## config.mk

```make
export PLATFORM = sky130hd
export DESIGN_NAME = port_power_attach
export DESIGN_NICKNAME = d
export VERILOG_FILES = /design/src/port_power_pkg.sv /design/src/port_power_attach.sv
export SDC_FILE = /design/constraint.sdc
export NUM_CORES = 1
export LEC_CHECK = 0
export ABC_AREA = 1
export BUFFER_PORTS_ARGS = -buffer_cell sky130_fd_sc_hd__buf_2
export CAP_MARGIN = 20
export CORE_MARGIN = 3
export CORE_UTILIZATION = 40
export DETAILED_ROUTE_END_ITERATION = 6
export PLACE_DENSITY_LB_ADDON = 0.08
export RECOVER_POWER = 100
export SLEW_MARGIN = 10
export SYNTH_ARGS = -nofsm -noshare
export SYNTH_HDL_FRONTEND = slang
export SYNTH_SLANG_ARGS = --single-unit
```

## constraint.sdc

```tcl
create_clock -name mclk -period 2 [get_ports mclk]
set_input_delay 0.5 -clock mclk [delete_from_list [all_inputs] [get_ports mclk]]
set_output_delay 0.5 -clock mclk [all_outputs]
set_load 0.05 [all_outputs]
```

## src/port_power_pkg.sv

```systemverilog
// constants and types for the type-c port power and attach control block
// Functional notes
// - clamp only while sourcing, firmware-chosen level
// - clamp beyond deglitch latches path off
// - trip-level forward drop latches path off
// - overvoltage or undervoltage disables high-voltage path
// - comparator mode sourcing, ideal diode sinking
// - external control active high, dropped on overvoltage or undervoltage
// - external path ignores overcurrent and thermal faults
// - vconn switch limited to 600 mA ceiling
// - vconn closes only with input good
// - closed vconn ignores later input drop
// - pull-down on while disabled above vsafe5v
// - vsafe0v pull-down until reached, timeout flagged at limit but pull-down held
// - both open: monitor, no vbus, no vconn
// - one rd: vbus only, watch rd pin
// - one ra: no power, watch both pins
// - ra plus rd: vbus, vconn on ra
// - rd-rd debug, ra-ra audio, detach either
// - advertise default, 1.5 A or 3 A
// - active cable below cable-detect threshold
// - detach above detach threshold for level
// - identical detection logic on every cc pin
package port_power_pkg;
	// cc pin classification codes
	localparam logic [1:0] CC_OPEN = 2'h0;
	localparam logic [1:0] CC_RA = 2'h1;
	localparam logic [1:0] CC_RD = 2'h2;
	// advertised current level codes
	localparam logic [1:0] ADV_DEFAULT = 2'h0;
	localparam logic [1:0] ADV_1P5A = 2'h1;
	localparam logic [1:0] ADV_3A = 2'h2;
	// vconn switch current ceiling
	localparam int VCONN_LIMIT_MA = 600;
	// timing
	localparam int CLK_MHZ = 200;
	localparam int CLAMP_DEGLITCH_NS = 10000;
	localparam int CLAMP_DEGLITCH_CYC = (CLAMP_DEGLITCH_NS * CLK_MHZ) / 1000;
	localparam int DISCHARGE_TIME_LIMIT_US = 650000;
	localparam int DISCHARGE_TIME_LIMIT_CYC = DISCHARGE_TIME_LIMIT_US * CLK_MHZ;
	localparam int TIMER_W = 32;

	typedef enum logic [5:0] {
		ST_UNATTACHED = 6'h01,
		ST_UFP = 6'h02,
		ST_CABLE_ONLY = 6'h04,
		ST_CABLE_UFP = 6'h08,
		ST_DEBUG_ACC = 6'h10,
		ST_AUDIO_ACC = 6'h20
	} attach_state_type;
endpackage : port_power_pkg

```

## src/port_power_attach.sv

```systemverilog
// one port: high-voltage path supervision, vconn, discharge and dfp attach detection
module port_power_attach #(
	parameter int DISCHARGE_CYC = port_power_pkg::DISCHARGE_TIME_LIMIT_CYC,
	parameter int DEGLITCH_CYC = port_power_pkg::CLAMP_DEGLITCH_CYC
) (
	input wire logic mclk,
	input wire logic rst_n,
	// firmware configuration
	input wire logic dfp_mode,
	input wire logic port_is_source,
	input wire logic hv_enable,
	input wire logic hv_reenable,
	input wire logic [1:0] clamp_level_cfg,
	input wire logic [1:0] adv_level_cfg,
	input wire logic ext_ctrl_cfg,
	input wire logic ext_enable,
	input wire logic vconn_enable,
	input wire logic discharge_0v_req,
	// analog comparators and cc classifiers (asynchronous)
	input wire logic [1:0] cc1_class,
	input wire logic [1:0] cc2_class,
	input wire logic clamp_active,
	input wire logic ocp_trip,
	input wire logic vbus_over_ovp,
	input wire logic vbus_under_uvp,
	input wire logic reverse_current,
	input wire logic vconn_input_good,
	input wire logic vbus_above_safe5v,
	input wire logic vbus_above_safe0v,
	// controls and status
	output logic [1:0] clamp_current_level,
	output logic clamp_enable,
	output logic high_voltage_path,
	output logic hv_latched_off,
	output logic rev_comparator_mode,
	output logic rev_ideal_diode_mode,
	output logic external_path_control,
	output logic vconn_supply_switch,
	output logic vconn_to_cc1,
	output logic vconn_limit_en,
	output logic [1:0] cc_source_current,
	output logic [1:0] detach_threshold,
	output logic [1:0] cable_detect_threshold,
	output logic vbus_pulldown,
	output logic discharge_timeout,
	output logic vbus_source_req,
	output logic [5:0] attach_state,
	output logic monitor_cc1,
	output logic monitor_cc2
);
	import port_power_pkg::*;

	// refuse timer lengths the counters cannot serve
	if (DEGLITCH_CYC < 1 || DISCHARGE_CYC < 1 || VCONN_LIMIT_MA != 600)
	begin : g_bad_param
		$error("port_power_attach: bad timing parameter");
	end

	// true when the pin classification equals the code
	function automatic logic is_class(input logic [1:0] cls, input logic [1:0] code);
		is_class = (cls == code);
	endfunction : is_class

	// two-flop synchronisers for all asynchronous inputs
	localparam int SW = 12;
	logic [SW-1:0] raw_in;
	logic [SW-1:0] sync1_q;
	logic [SW-1:0] sync2_q;
	assign raw_in = {cc1_class, cc2_class, clamp_active, ocp_trip, vbus_over_ovp,
		vbus_under_uvp, reverse_current, vconn_input_good, vbus_above_safe5v,
		vbus_above_safe0v};

	always_ff @(posedge mclk)
	begin
		if (!rst_n)
		begin
			sync1_q <= '0;
			sync2_q <= '0;
		end
		else
		begin
			sync1_q <= raw_in;
			sync2_q <= sync1_q;
		end
	end

	wire logic [1:0] cc1_s = sync2_q[11:10];
	wire logic [1:0] cc2_s = sync2_q[9:8];
	wire logic clamp_s = sync2_q[7];
	wire logic ocp_s = sync2_q[6];
	wire logic ovp_s = sync2_q[5];
	wire logic uvp_s = sync2_q[4];
	wire logic rev_s = sync2_q[3];
	wire logic vin_good_s = sync2_q[2];
	wire logic above5_s = sync2_q[1];
	wire logic above0_s = sync2_q[0];

	// per-pin classification, same decode for both pins
	wire logic cc1_rd = is_class(cc1_s, CC_RD);
	wire logic cc1_ra = is_class(cc1_s, CC_RA);
	wire logic cc1_open = is_class(cc1_s, CC_OPEN);
	wire logic cc2_rd = is_class(cc2_s, CC_RD);
	wire logic cc2_ra = is_class(cc2_s, CC_RA);
	wire logic cc2_open = is_class(cc2_s, CC_OPEN);

	// attach state machine
	attach_state_type state_q;
	attach_state_type state_d;
	attach_state_type fresh;
	logic orient_q; // 1: cc1 holds the rd (or ra when cable only)
	logic orient_d;
	logic fresh_orient;

	always_comb
	begin
		fresh = ST_UNATTACHED;
		fresh_orient = 1'b0;
		if (cc1_rd && cc2_rd)
			fresh = ST_DEBUG_ACC;
		else if (cc1_ra && cc2_ra)
			fresh = ST_AUDIO_ACC;
		else if ((cc1_ra && cc2_rd) || (cc1_rd && cc2_ra))
		begin
			fresh = ST_CABLE_UFP;
			fresh_orient = cc1_rd;
		end
		else if ((cc1_rd && cc2_open) || (cc1_open && cc2_rd))
		begin
			fresh = ST_UFP;
			fresh_orient = cc1_rd;
		end
		else if ((cc1_ra && cc2_open) || (cc1_open && cc2_ra))
		begin
			fresh = ST_CABLE_ONLY;
			fresh_orient = cc1_ra;
		end
	end

	wire logic mon_rd_gone = orient_q ? !cc1_rd : !cc2_rd;
	wire logic mon_ra_gone = orient_q ? !cc1_ra : !cc2_ra;
	wire logic open_pin_rd = orient_q ? cc2_rd : cc1_rd;

	always_comb
	begin
		state_d = state_q;
		orient_d = orient_q;
		case (state_q)
			ST_UNATTACHED:
			begin
				state_d = fresh;
				orient_d = fresh_orient;
			end
			ST_UFP:
				if (mon_rd_gone)
					state_d = ST_UNATTACHED;
			ST_CABLE_ONLY:
				if (open_pin_rd)
				begin
					state_d = ST_CABLE_UFP;
					orient_d = !orient_q;
				end
				else if (mon_ra_gone)
					state_d = ST_UNATTACHED;
			ST_CABLE_UFP:
				if (mon_rd_gone)
					state_d = ST_UNATTACHED;
			ST_DEBUG_ACC:
				if (!(cc1_rd && cc2_rd))
					state_d = ST_UNATTACHED;
			ST_AUDIO_ACC:
				if (!(cc1_ra && cc2_ra))
					state_d = ST_UNATTACHED;
			default:
				state_d = ST_UNATTACHED;
		endcase
		if (!dfp_mode)
			state_d = ST_UNATTACHED;
	end

	always_ff @(posedge mclk)
	begin
		if (!rst_n)
		begin
			state_q <= ST_UNATTACHED;
			orient_q <= 1'b0;
		end
		else
		begin
			state_q <= state_d;
			orient_q <= orient_d;
		end
	end

	// power decisions from attach state
	wire logic sources_vbus = (state_q == ST_UFP) || (state_q == ST_CABLE_UFP);
	wire logic vconn_wanted = (state_q == ST_CABLE_UFP) && vconn_enable;
	wire logic mon1 = (state_q == ST_UNATTACHED) || (state_q == ST_DEBUG_ACC)
		|| (state_q == ST_AUDIO_ACC) || (state_q == ST_CABLE_ONLY)
		|| (state_q == ST_UFP && orient_q) || (state_q == ST_CABLE_UFP && orient_q);
	wire logic mon2 = (state_q == ST_UNATTACHED) || (state_q == ST_DEBUG_ACC)
		|| (state_q == ST_AUDIO_ACC) || (state_q == ST_CABLE_ONLY)
		|| (state_q == ST_UFP && !orient_q) || (state_q == ST_CABLE_UFP && !orient_q);

	// clamp deglitch and latch-off
	logic [TIMER_W-1:0] clamp_cnt_q;
	logic latched_q;
	wire logic clamp_on = port_is_source;
	wire logic clamp_expired = clamp_on && clamp_s
		&& (clamp_cnt_q >= TIMER_W'(DEGLITCH_CYC));
	wire logic latch_set = clamp_expired || ocp_s;

	always_ff @(posedge mclk)
	begin
		if (!rst_n)
			clamp_cnt_q <= '0;
		else if (clamp_on && clamp_s && !clamp_expired)
			clamp_cnt_q <= clamp_cnt_q + TIMER_W'(1);
		else if (!(clamp_on && clamp_s))
			clamp_cnt_q <= '0;
	end

	always_ff @(posedge mclk)
	begin
		if (!rst_n)
			latched_q <= 1'b0;
		else if (latch_set)
			latched_q <= 1'b1;
		else if (hv_reenable)
			latched_q <= 1'b0;
	end

	wire logic volt_fault = ovp_s || uvp_s;
	wire logic hv_on_d = hv_enable && !latched_q && !latch_set && !volt_fault
		&& !rev_s;
	wire logic ext_on_d = ext_ctrl_cfg && ext_enable && !volt_fault;

	// vconn switch: closes only with good input, then holds
	logic vconn_q;
	always_ff @(posedge mclk)
	begin
		if (!rst_n)
			vconn_q <= 1'b0;
		else if (!vconn_wanted)
			vconn_q <= 1'b0;
		else if (!vconn_q && vin_good_s)
			vconn_q <= 1'b1;
	end

	// vsafe0v discharge with time limit
	logic dis0_q;
	logic [TIMER_W-1:0] dis_cnt_q;
	logic dis_to_q;
	always_ff @(posedge mclk)
	begin
		if (!rst_n)
		begin
			dis0_q <= 1'b0;
			dis_cnt_q <= '0;
			dis_to_q <= 1'b0;
		end
		else
		begin
			if (discharge_0v_req && above0_s && !hv_on_d)
				dis0_q <= 1'b1;
			else if (!above0_s || !discharge_0v_req)
				dis0_q <= 1'b0;
			if (!dis0_q)
				dis_cnt_q <= '0;
			else if (dis_cnt_q < TIMER_W'(DISCHARGE_CYC))
				dis_cnt_q <= dis_cnt_q + TIMER_W'(1);
			if (!discharge_0v_req)
				dis_to_q <= 1'b0;
			else if (dis0_q && dis_cnt_q >= TIMER_W'(DISCHARGE_CYC))
				dis_to_q <= 1'b1;
		end
	end

	wire logic pulldown_d = (!hv_on_d && above5_s) || dis0_q;

	// registered outputs
	always_ff @(posedge mclk)
	begin
		if (!rst_n)
		begin
			high_voltage_path <= 1'b0;
			external_path_control <= 1'b0;
			vbus_pulldown <= 1'b0;
			clamp_current_level <= 2'h0;
			cc_source_current <= ADV_DEFAULT;
		end
		else
		begin
			high_voltage_path <= hv_on_d;
			external_path_control <= ext_on_d;
			vbus_pulldown <= pulldown_d;
			clamp_current_level <= clamp_level_cfg;
			cc_source_current <= (adv_level_cfg == ADV_3A) ? ADV_3A
				: (adv_level_cfg == ADV_1P5A) ? ADV_1P5A : ADV_DEFAULT;
		end
	end

	assign clamp_enable = clamp_on;
	assign hv_latched_off = latched_q;
	assign rev_comparator_mode = port_is_source;
	assign rev_ideal_diode_mode = !port_is_source;
	assign vconn_supply_switch = vconn_q;
	assign vconn_to_cc1 = !orient_q;
	assign vconn_limit_en = vconn_q;
	assign detach_threshold = cc_source_current;
	assign cable_detect_threshold = cc_source_current;
	assign discharge_timeout = dis_to_q;
	assign vbus_source_req = sources_vbus;
	assign attach_state = state_q;
	assign monitor_cc1 = mon1;
	assign monitor_cc2 = mon2;
endmodule : port_power_attach

```

Word-level counts from Yosys, hierarchy flattened
Index checks and enable logic that the tools add are counted.
W data, S select, Z words.
{"block": "word_totals", "n_memories": 0, "out_inout_bits": 28, "latchBits": 0, "romBits": 0, "wordCells": 139, "ramBits": 0, "register_bits": 106}
{"block": "classes", "n_eq_ne": 18, "n_lt_le_gt_ge": 3, "n_shift": 0, "div_mod_pow": 0, "n_bitwise": 1, "n_addsub": 2, "n_mul": 0, "n_reduce_logical": 70, "n_mux": 29}
{"operator": "$add A32 B1 Y32 const B", "n": 2}
{"operator": "$mux W32", "n": 2}
{"operator": "$mux W6", "n": 7}
{"operator": "$ge A32 B11 Y1 const B", "n": 1}
{"operator": "$ge A32 B27 Y1 const B", "n": 1}
{"operator": "$lt A32 B27 Y1 const B", "n": 1}
{"operator": "$pmux W6 S5", "n": 1}
{"operator": "$logic_and A1 B1 Y1", "n": 27}
{"operator": "$logic_not A1 Y1", "n": 15}
{"operator": "$logic_or A1 B1 Y1", "n": 15}
{"operator": "$mux W1", "n": 14}
{"operator": "$reduce_and A2 Y1", "n": 5}
{"operator": "$eq A2 B1 Y1 const B", "n": 3}
{"operator": "$eq A2 B2 Y1 const B", "n": 3}
{"operator": "$eq A6 B1 Y1 const B", "n": 1}
{"operator": "$eq A6 B2 Y1 const B", "n": 1}
{"operator": "$eq A6 B3 Y1 const B", "n": 1}
{"operator": "$eq A6 B4 Y1 const B", "n": 1}
{"operator": "$eq A6 B5 Y1 const B", "n": 1}
{"operator": "$eq A6 B6 Y1 const B", "n": 1}
{"operator": "$mux W3", "n": 2}
{"operator": "$ne A2 B2 Y1 const B", "n": 3}
{"operator": "$reduce_bool A2 Y1", "n": 3}
{"operator": "$logic_not A2 Y1", "n": 2}
{"operator": "other kinds (8)", "n": 10}

Longest topological paths before layout
Gate-level depths: netlist of run 1.
{"block": "depth", "ltp_word": 10, "mapped_depth": 11}

Worst setup path before layout of run 1
No wires, ideal clock.
{"block": "synth_path", "path_type": "register to output", "start": "register state_q[1] (netlist: attach_state[1])", "end": "output port monitor_cc1", "path_buffers": 0, "stages_incl_launch_ff": 7, "t_required_ns": 1.500, "arrival_ns": 1.781, "setup_slack_ns": -0.281, "cell_sequence": "dfxtp_1 > inv_1 > nor2_1 > nand3_1 > nand2_1 > nand2_1 > nand2_1"}
{"block": "synth_between", "elab_chain_cells": 6, "word_cells_on_any_way": 13, "cone_classes": "eq/ne (6); reduce/logical (7)"}
{"item": "start, declared", "line_no": "port_power_attach.sv:107", "text": "attach_state_type state_q;"}
{"item": "start signal, assigned", "line_no": "port_power_attach.sv:189", "text": "state_q <= state_d;"}
{"item": "$eq A6 B1 Y1 or $eq A6 B5 Y1 (tied branches)", "line_no": "port_power_attach.sv:197", "text": "wire logic mon1 = (state_q == ST_UNATTACHED) || (state_q == ST_DEBUG_ACC)"}
{"item": "$logic_or A1 B1 Y1", "line_no": "port_power_attach.sv:197"}
{"item": "$logic_or A1 B1 Y1 (2 in series)", "line_no": "port_power_attach.sv:198", "text": "|| (state_q == ST_AUDIO_ACC) || (state_q == ST_CABLE_ONLY)"}
{"item": "$logic_or A1 B1 Y1", "line_no": "port_power_attach.sv:199", "text": "|| (state_q == ST_UFP && orient_q) || (state_q == ST_CABLE_UFP && orient_q);"}
{"item": "$logic_or A1 B1 Y1 *", "line_no": "port_power_attach.sv:199"}
{"item": "end, declared", "line_no": "port_power_attach.sv:48", "text": "output logic monitor_cc1,"}
Mark *: on every way between the ends. The rest lies on a longest branch, timed or not.

Worst setup path in the final report of run 1
{"block": "layout_path", "start": "register state_q[3] (netlist: attach_state[3])", "end": "output port monitor_cc2"}
{"block": "layout_between", "elab_chain_cells": 6, "word_cells_on_any_way": 13, "cone_classes": "eq/ne (6); reduce/logical (7)"}
{"item": "$eq A6 B1 Y1 or $eq A6 B5 Y1 (tied branches)", "line_no": "port_power_attach.sv:200", "text": "wire logic mon2 = (state_q == ST_UNATTACHED) || (state_q == ST_DEBUG_ACC)"}
{"item": "$logic_or A1 B1 Y1", "line_no": "port_power_attach.sv:200"}
{"item": "$logic_or A1 B1 Y1 (2 in series)", "line_no": "port_power_attach.sv:201", "text": "|| (state_q == ST_AUDIO_ACC) || (state_q == ST_CABLE_ONLY)"}
{"item": "$logic_or A1 B1 Y1", "line_no": "port_power_attach.sv:202", "text": "|| (state_q == ST_UFP && !orient_q) || (state_q == ST_CABLE_UFP && !orient_q);"}
{"item": "$logic_or A1 B1 Y1 *", "line_no": "port_power_attach.sv:202"}
{"item": "end, declared", "line_no": "port_power_attach.sv:49", "text": "output logic monitor_cc2"}
Marks and branches as above.

==> metrics, run 1 <==
crit-path max FO=4; # diodes=0; number of remaining DRC errors=0; Hold Startpoint=adv_level_cfg[1]; Fillers=between 1000 and 1500; most frequent cells in the layout=nand2_1 (209), nor2_1 (126), inv_1 (118); Post-Route WL=~10000 um; post-layout util=about 48%; clock sinks=approximately 110; Via density=around 4.5; Rows=40; number of synthesized register bits=about 110; initial antenna violation count=0; Worst Hold Class=in2reg; Final period util=97.89%; worst path required time=1500 ps; sequential share of power=about half; Place WS=around 200 ps; Reg-to-Reg Start=clamp_cnt_q[13]; CP arrival=approximately 1500 ps; H-tree depth=3; share of cells above drive strength 1=around an eighth; fmax=slightly above 500 MHz; most common cell after layout, fill and taps aside=nand2_1; Final Hold Fails=0; final setup margin=between 40 and 50 ps; Crit Path Category=reg2out; Setup crit start=attach_state[3]; Total Power=between 0.004 and 0.005 W; outcome=complete, no violations; Synth Instances=between 700 and 800; CTS Buffer Depth=2; Comb power frac=about 6.1%; Synth Warn #=0; wire length per cell=10.70 um; fin. max-slew vios=0; # setup viols final=0; clock tree from TritonCTS=done; # nets final=837; Avg Inst Size Synth=6.664 sq um; Slew HR=37.56%; vias in the first global route=4081; die span in x=around 120 um; Slew @ Worst Pin=around 940 ps; CP Launch Type=flop; largest net degree at the start of global routing=28; total clock buffers created by CTS=9; clk slew on worst S/H paths=~70 ps; Initial Util=41.16%; die height=between 100 and 150 um; first-pass GRT wire length=18410 um; Post-synth EDFFs=0; clock network fraction of design power=around 45%; Tmin final=just under 2000 ps; worst skew pair latency=between 300 and 400 ps; IO Port Bufs=53; syn_nets=just under 800; RSZ-0062 raised after global routing=yes; PwrDens=751.0 mW/mm^2; setup tns final=0 ps; asr flop ratio synth=0%; Worst setup EP type=primary output; max-cap viol count=0; Area Overhead vs Synth=17.59%; CTS Hold Buffers Added=0; sequential area share after synthesis=a little over two fifths; synthesized area=between 0.004 and 0.005 sq mm; Leak=2.516 nW; Final Skew=between 6 and 7 ps; drt initial violations=roughly 230; IO Count=54; via count=4392; clock root buffer=clkbuf_16; Hold Slack=310.1 ps; DIE AREA=around 0.014 sq mm; Switching Share=23.65%; First-pass DRT Iterations=5; Psw=0.001037 W; total gr overflow=0; P_int=~0.0033 W; library cells used by synthesis=30; Final HPWL DP=between 7000 and 8000 um; Core ar.=0.01206 sq mm; routability cong.=~0.86; Peak VDD IR=0.0005367 V; main flop type after synthesis=dfxtp_1; Final ANT Viol Nets=0; total track usage=between 10% and 20%
[logic make-up (layout without fill, tap and decap cells)]
kind of cell,after synthesis,in the layout,share of synthesized area (%)
buffers and inverters,143,210,12.25
XOR/XNOR,13,13,2.293
AO/OA/AOI/OAI,51,51,5.998
adder cells (fa/ha/maj),4,4,1.008
AND/OR/NAND/NOR,428,428,35.71
flip-flops,106,106,42.74
[repair_timing]
| action | 4_1_cts | 5_1_grt |
|---|---|---|
| buffers inserted | 6 | 4 |
| pin swaps | 7 | 7 |
| gates resized for setup | 13 | 15 |
| endpoints found under the setup margin | 3 | 3 |
[flip-flops by register name (all words and copies together) (netlist names), 2 cells and up]
| name | count |
|---|---|
| attach_state | 6 |
| cable_detect_threshold | 2 |
| clamp_current_level | 2 |
| clamp_cnt_q | 32 |
| sync1_q | 12 |
| dis_cnt_q | 32 |
| sync2_q | 12 |
[path summary, 6_finish.rpt]
kind / to / slack (ps) / depth (start not counted)
setup reg to reg: clamp_cnt_q[4] / 250 / 8
hold / removal: cable_detect_threshold[0] / 310 / 2
setup / recovery: monitor_cc2 / 40 / 6
hold reg to reg: sync2_q[5] / 410 / 2
[power groups by stage]
stage / Clock (W) / Sequential, W / Combinational [W]
after detailed placement: 0 / 0.00221 / 0.000250
after global placement: 0 / 0.00221 / 0.000250
after floorplan: 0 / 0.00224 / 0.000150
after CTS: 0.00203 / 0.00216 / 0.000273
after global routing: 0.00212 / 0.00216 / 0.000297
final: 0.00196 / 0.00216 / 0.000268
[worst max-delay path, cell delays in order (launching register included)]
cell and delay [ps]:
dfxtp_4 380, nor2_4 60, nand2_4 90, nor2_4 50, nor4_4 280, nand2_1 90, buf_6 160
[area by class of cell]
| class | count | area, sq um | area share (%) |
|---|---|---|---|
| clock buffers | 9 | 225.2 | 3.858 |
| clock inverters | 7 | 112.6 | 1.929 |
| inverters | 121 | 456.7 | 7.823 |
| multi-input cells | 496 | 2300 | 39.39 |
| flip-flops and latches | 106 | 2140 | 36.65 |
| well taps | 168 | 210.2 | 3.601 |
| repair buffers | 73 | 394.1 | 6.751 |
[Yosys cell counts (4+ instances only)]
library cell / count / area share, %
a21oi_1: 25 / 2.5
a21oi_2: 7 / 1.2
buf_2: 5 / 0.50
buf_4: 7 / 1.1
dfxtp_1: 106 / 43
ha_1: 4 / 1.0
inv_1: 121 / 9.1
nand2_1: 212 / 16
nand3_1: 57 / 5.7
nand4_1: 9 / 1.1
nor2_1: 131 / 9.9
nor3_1: 7 / 0.71
o21ai_0: 17 / 1.7
xnor2_1: 4 / 0.71
xor2_1: 9 / 1.6
[through the flow]
| stage | area [sq um] | cells |
|---|---|---|
| floorplan | 4975 | 745 |
| CTS | 5797 | 976 |
| detailed placement | 5371 | 954 |
| global route | 5838 | 980 |
| finish | 5838 | 980 |
| global placement | 5371 | 954 |
[layer usage]
metal | global-route usage (%) | up-vias | share of wire [%]
met2 | 26.05 | 48 | 47
met3 | 4.532 | 7 | 3.5
met1 | 20.51 | 1963 | 49
li1 | - | 2374 | -
met4 | 3.739 | 0 | 0.94
met5 | 0 | - | 0
(Power assumes the default switching activity.)
==> run 2: changes to the inputs <==
--- a/config.mk
+++ b/config.mk
@@ -5,7 +5,7 @@
 export SDC_FILE = /design/constraint.sdc
 export NUM_CORES = 1
 export LEC_CHECK = 0
-export ABC_AREA = 1
+export ABC_AREA = 0
 export BUFFER_PORTS_ARGS = -buffer_cell sky130_fd_sc_hd__buf_2
 export CAP_MARGIN = 20
 export CORE_MARGIN = 3
==> run 2 against run 1 <==
Net effect: the flow now finishes with violations (negative setup slack); global-route usage shrank 0.076 points; flip-flop and latch count is the same; via count is 22% lower; power fell by 14%; largest power group unchanged.
==> metrics, run 2 <==
top sig layer=met4; asr flop ratio synth=0%; clock tree from TritonCTS=done; total gr overflow=0; Crit Path Category=reg2reg; wire length on met3=196 um; Core ar.=between 0.01 and 0.015 sq mm; Avg Inst Size Synth=9.154 sq um; slowest cell on the critical path=or4_4; Initial Util=roughly two fifths; Yosys top cell area share=around 49%; CTS Buffer Depth=2; die height=~110 um; IO Count=between 50 and 60; Post-synth EDFFs=0; total clock buffers created by CTS=9; PwrDens=725.3 mW/mm^2; # nets final=~570; Slew HR=approximately 48%; crit-path max FO=8; IO Port Bufs=53; XOR/XNOR Fraction of Synth Area=about 4.5%; syn_nets=roughly 500; post-layout util=49.62%; Post-Synth Simple-Gate Area=around 28%; most frequent cells in the layout=dfxtp_1 (100), nor2_1 (33), buf_4 (29); Final Skew=14.66 ps; sequential area share after synthesis=roughly 49%; drt initial violations=approximately 170; first-pass GRT wire length=15080 um; max incr delay on CP=540 ps; main flop type after synthesis=dfxtp_1; Crit path max-delay family=simple AND/OR/NAND/NOR gates; Tmin final=between 2000 and 2500 ps; routability cong.=between 0.8 and 0.9; wire length per cell=between 10 and 15 um; most instantiated library cell after synthesis=dfxtp_1; Synth Warn #=0; Final ANT Viol Nets=0; Rows=37; worst path required time=2300 ps; most frequent cells after synthesis=dfxtp_1 (106), and2_1 (50), nor2_1 (33); Worst Path Buf+Inv=0; Post-Route WL=8934 um; Slew @ Worst Pin=782.7 ps; via count=approximately 3400; largest net degree at the start of global routing=28; share of cells above drive strength 1=between 10% and 20%; post-synth top area cell=dfxtp_1; top flop regs=clamp_cnt_q: 32 flops, dis_cnt_q: 32 flops; clock root buffer=clkbuf_8; H-tree depth=3; CP arrival=around 2500 ps; fin. max-slew vios=0; Synth area leaders=dfxtp_1 (49%), and2_1 (7.3%), xnor2_1 (3.7%), nor2_1 (2.9%), nand3_1 (2.6%); final instance area=between 0.005 and 0.006 sq mm; # diodes=0; max-cap viol count=0; fmax=about 470 MHz; Via density=approximately 5; synthesized area=roughly 0.0043 sq mm; library cells used by synthesis=50; final setup margin=-146.1 ps; Synth Area in Adders=under 10%; CP Launch Type=flop; CTS Hold Buffers Added=0; number of remaining DRC errors=0; vias in the first global route=3230; initial antenna violation count=0; Final HPWL DP=roughly 6300 um; number of synthesized register bits=approximately 110; critical path cell sequence=or4_4, a211o_4, a2111o_1, or3_1, a21oi_1; Worst Hold Class=in2reg; largest family of logic cells by synthesized area=simple AND/OR/NAND/NOR gates; WL met2=roughly 4300 um; die span in x=109.8 um; total track usage=between 10% and 20%; most common cell after layout, fill and taps aside=dfxtp_1; # setup viols final=19; Worst setup EP type=flop; Final period util=107.3%; Leak=1.893 nW; DIE AREA=~0.012 sq mm; clk slew on worst S/H paths=about 100 ps; Peak VDD IR=about 0.00058 V; RSZ-0062 raised after global routing=yes; Synth Instances=approximately 470; post-synthesis mux area share=less than 1%; clock sinks=106; Placed Area=0.004872 sq mm; met1 WL=4293 um; Final Hold Fails=0; First-pass DRT Iterations=4; setup tns final=-1610 ps; Area Overhead vs Synth=19.88%; outcome=finished with violations; failing checks=negative setup slack; worst skew pair latency=about 370 ps; Synth Area in Compound Gates=approximately an eighth
[run 2: cell types whose count changed after synthesis, sizes merged, moves of 19 or more]
cell,delta
nor2,-102
nand3,-35
inv,-106
and2,+51
clkbuf,+19
nand2,-190
[run 2: logic make-up after synthesis]
logic type	count (synthesis)
AO/OA/AOI/OAI	77
XOR/XNOR	22
adder cells (fa/ha/maj)	4
buffers and inverters	45
flip-flops	106
multiplexers	3
AND/OR/NAND/NOR	214
[run 2: repair_timing]
action	4_1_cts	5_1_grt
endpoints found under the setup margin	16	23
gates resized for setup	11	10
setup buffers	6	4
pin swaps	8	8
[run 2: path summary, 6_finish.rpt]
kind / start / endpoint / slack, ps / cells after the start
setup / recovery: dis_cnt_q[31] / dis_cnt_q[18] / -150 / 5
hold / removal: adv_level_cfg[1] / cable_detect_threshold[0] / 300 / 2
setup reg to reg: dis_cnt_q[31] / dis_cnt_q[18] / -150 / 5
hold reg to reg: sync2_q[0] / dis0_q / 420 / 2
[run 2: routing by layer]
layer,vias up,global-route usage [%]
met5,-,0
met4,0,5.343
met3,13,3.523
met2,33,25.78
met1,1568,20.34
li1,1801,-
[run 2: metrics by stage]
stage | setup slack [ps] | cells | hold WS [ps] | total power [W]
finish | -146.1 | 680 | 298.0 | 0.003749
global route | -227.6 | 680 | 270.3 | 0.003904
CTS | -174.8 | 676 | 267.8 | 0.003814
detailed placement | -153.4 | 654 | 416.9 | 0.002450
global placement | -130.4 | 654 | 414.7 | 0.002448
floorplan | -68.14 | 471 | 410.0 | 0.002384
[run 2: report_power, final]
part	internal, W	total (W)	switching (W)
registers	0.00214	0.00216	0.0000239
logic	0.0000825	0.000233	0.000151
clock network	0.000600	0.00135	0.000752
[run 2: cell type report]
cell class | count | area, sq um
Timing Repair Buffer | 87 | 495.5
Tap cell | 136 | 170.2
Clock buffer | 10 | 127.6
Multi-Input combinational cell | 320 | 2106
Fill cell | 986 | 5248
Inverter | 15 | 58.81
Clock inverter | 6 | 73.82
Sequential cell | 106 | 2137
==> run 3: changes to the inputs <==
--- a/config.mk
+++ b/config.mk
@@ -12,7 +12,7 @@
 export CORE_UTILIZATION = 40
 export DETAILED_ROUTE_END_ITERATION = 6
 export PLACE_DENSITY_LB_ADDON = 0.08
-export RECOVER_POWER = 100
+export RECOVER_POWER = 50
 export SLEW_MARGIN = 10
 export SYNTH_ARGS = -nofsm -noshare
 export SYNTH_HDL_FRONTEND = slang
==> run 3 against run 2 <==
Net effect: the flow still finishes with violations (negative setup slack); maximum frequency is 0.18% higher; power hardly changed; core utilization is 0.47 points higher; critical endpoint unchanged; largest power group unchanged.
==> metrics, run 3 (synthesized netlist as in run 2, its figures left out) <==
fmax=around 470 MHz; DP Cell Count=654; Via density=5.021; most common cell after layout, fill and taps aside=dfxtp_1; Slew HR=a little under half; Crit Path Category=reg2reg; total clock buffers created by CTS=9; H-tree depth=3; failing checks=negative setup slack; die height=approximately 110 um; share of cells above drive strength 1=between 20% and 30%; initial antenna violation count=0; vias in the first global route=3230; # nets final=569; PwrDens=718.6 mW/mm^2; total gr overflow=0; Post-Route WL=approximately 9000 um; slowest cell on the critical path=or4_4; die span in x=around 110 um; IO Count=54; Reg2Reg Setup Slack=-140 ps; routability cong.=0.8098; Finished Layout Cells=680; total track usage=~16%; final setup margin=-142.3 ps; Final Hold Fails=0; Fillers=~970; worst path required time=2300 ps; Slew @ Worst Pin=roughly 790 ps; critical path cell sequence=or4_4, a211o_4, a2111o_1, or3_1, a21oi_1; Total Power=0.003749 W; largest net degree at the start of global routing=28; wire length per cell=13.18 um; Leak=roughly 2 nW; Psw=0.0009212 W; RSZ-0062 raised after global routing=yes; worst skew pair latency=approximately 360 ps; top flop regs=clamp_cnt_q: 32 flops, dis_cnt_q: 32 flops; Final ANT Viol Nets=0; clock tree from TritonCTS=done; max-cap viol count=0; hold depth=2; crit-path max FO=8; drt initial violations=120; max incr delay on CP=between 500 and 600 ps; Peak VDD IR=between 0.0005 and 0.0006 V; Rows=37; Initial Util=just over 40%; Area Overhead vs Synth=21.01%; IO Port Bufs=53; # diodes=0; CTS Buffer Depth=2; Final HPWL DP=~6300 um; CP arrival=between 2000 and 2500 ps; Tmin final=~2100 ps; sequential share of power=57.7%; clk slew on worst S/H paths=100 ps; via count=3414; Switching Share=between 20% and 30%; Hold Slack=about 300 ps; Worst Hold Class=in2reg; P_int=between 0.002 and 0.003 W; DIE AREA=0.01206 sq mm; first-pass GRT wire length=about 15000 um; Comb power frac=approximately 6.4%; Core ar.=about 0.010 sq mm; clock root buffer=clkbuf_8; Final Skew=~9.4 ps; reg2reg path depth=5; clock sinks=about 110; fin. max-slew vios=0; number of remaining DRC errors=0; clock network fraction of design power=a little over a third; Worst setup EP type=flop; Final period util=107.1%; CP Launch Type=flop; most frequent cells in the layout=dfxtp_1 (100), buf_2 (49), nor2_1 (33); # setup viols final=19; First-pass DRT Iterations=4; outcome=finished with violations
run 3: changes by cell type in the layout (fill, tap and decap cells not counted), moves of 3 or more:
cell	before	now
buf_2	24	49
clkbuf_1	28	4
buf_4	29	32
clkbuf_2	3	0
run 3: power by group through the flow:
| stage | Combinational [W] | Clock [W] | Sequential (W) |
|---|---|---|---|
| floorplan | 0.000150 | 0 | 0.00223 |
| finish | 0.000241 | 0.00135 | 0.00216 |
| global placement | 0.000236 | 0 | 0.00221 |
| detailed placement | 0.000237 | 0 | 0.00221 |
| global route | 0.000262 | 0.00148 | 0.00217 |
| CTS | 0.000246 | 0.00141 | 0.00216 |
run 3: stage by stage:
stage	util [%]	TNS [ps]	area (sq um)	setup WS, ps
2_1_floorplan	-	-356.4	4413	-68.14
3_3_place_gp	46.77	-740.4	4872	-130.4
3_5_place_dp	46.77	-1111	4872	-153.4
4_1_cts	49.47	-1764	5152	-174.8
5_1_grt	50.09	-3490	5218	-227.6
6_report	50.09	-1556	5218	-142.3
run 3: metal layers:
metal / GRT usage (%) / vias to the layer above / wire length, um
met5: 0 / - / 0
met4: 5.343 / 0 / 155
met3: 3.523 / 13 / 204
met2: 25.78 / 35 / 4283
met1: 20.34 / 1564 / 4319
li1: - / 1802 / -
run 3: area by class of cell:
class	count	area, sq um	area share, %
repair buffers	87	530.5	10.17
multi-input cells	320	2117	40.58
flip-flops and latches	106	2140	41.01
clock buffers	10	127.6	2.446
clock inverters	6	73.82	1.415
well taps	136	170.2	3.261
inverters	15	58.81	1.127
run 3: what timing repair did:
item	CTS	global route
setup buffers	6	4
setup endpoints to repair	16	23
hold endpoints to repair	0	0
pin swaps	8	8
resized for setup	11	10
hold buffers	0	0
run 3: final timing paths:
check                        start                         to
hold reg to reg         sync2_q[0]                     dis0_q
hold / removal    adv_level_cfg[1]  cable_detect_threshold[0]
setup reg to reg     dis_cnt_q[31]              dis_cnt_q[18]
setup / recovery     dis_cnt_q[31]              dis_cnt_q[18]
run 3: worst max-delay path: cells and delay by family, from the launching register on:
kind               cells  cell delay (ps)
DFF                    1              330
AOI/OAI and AO/OA      3              850
and+or+nand+nor        2              910
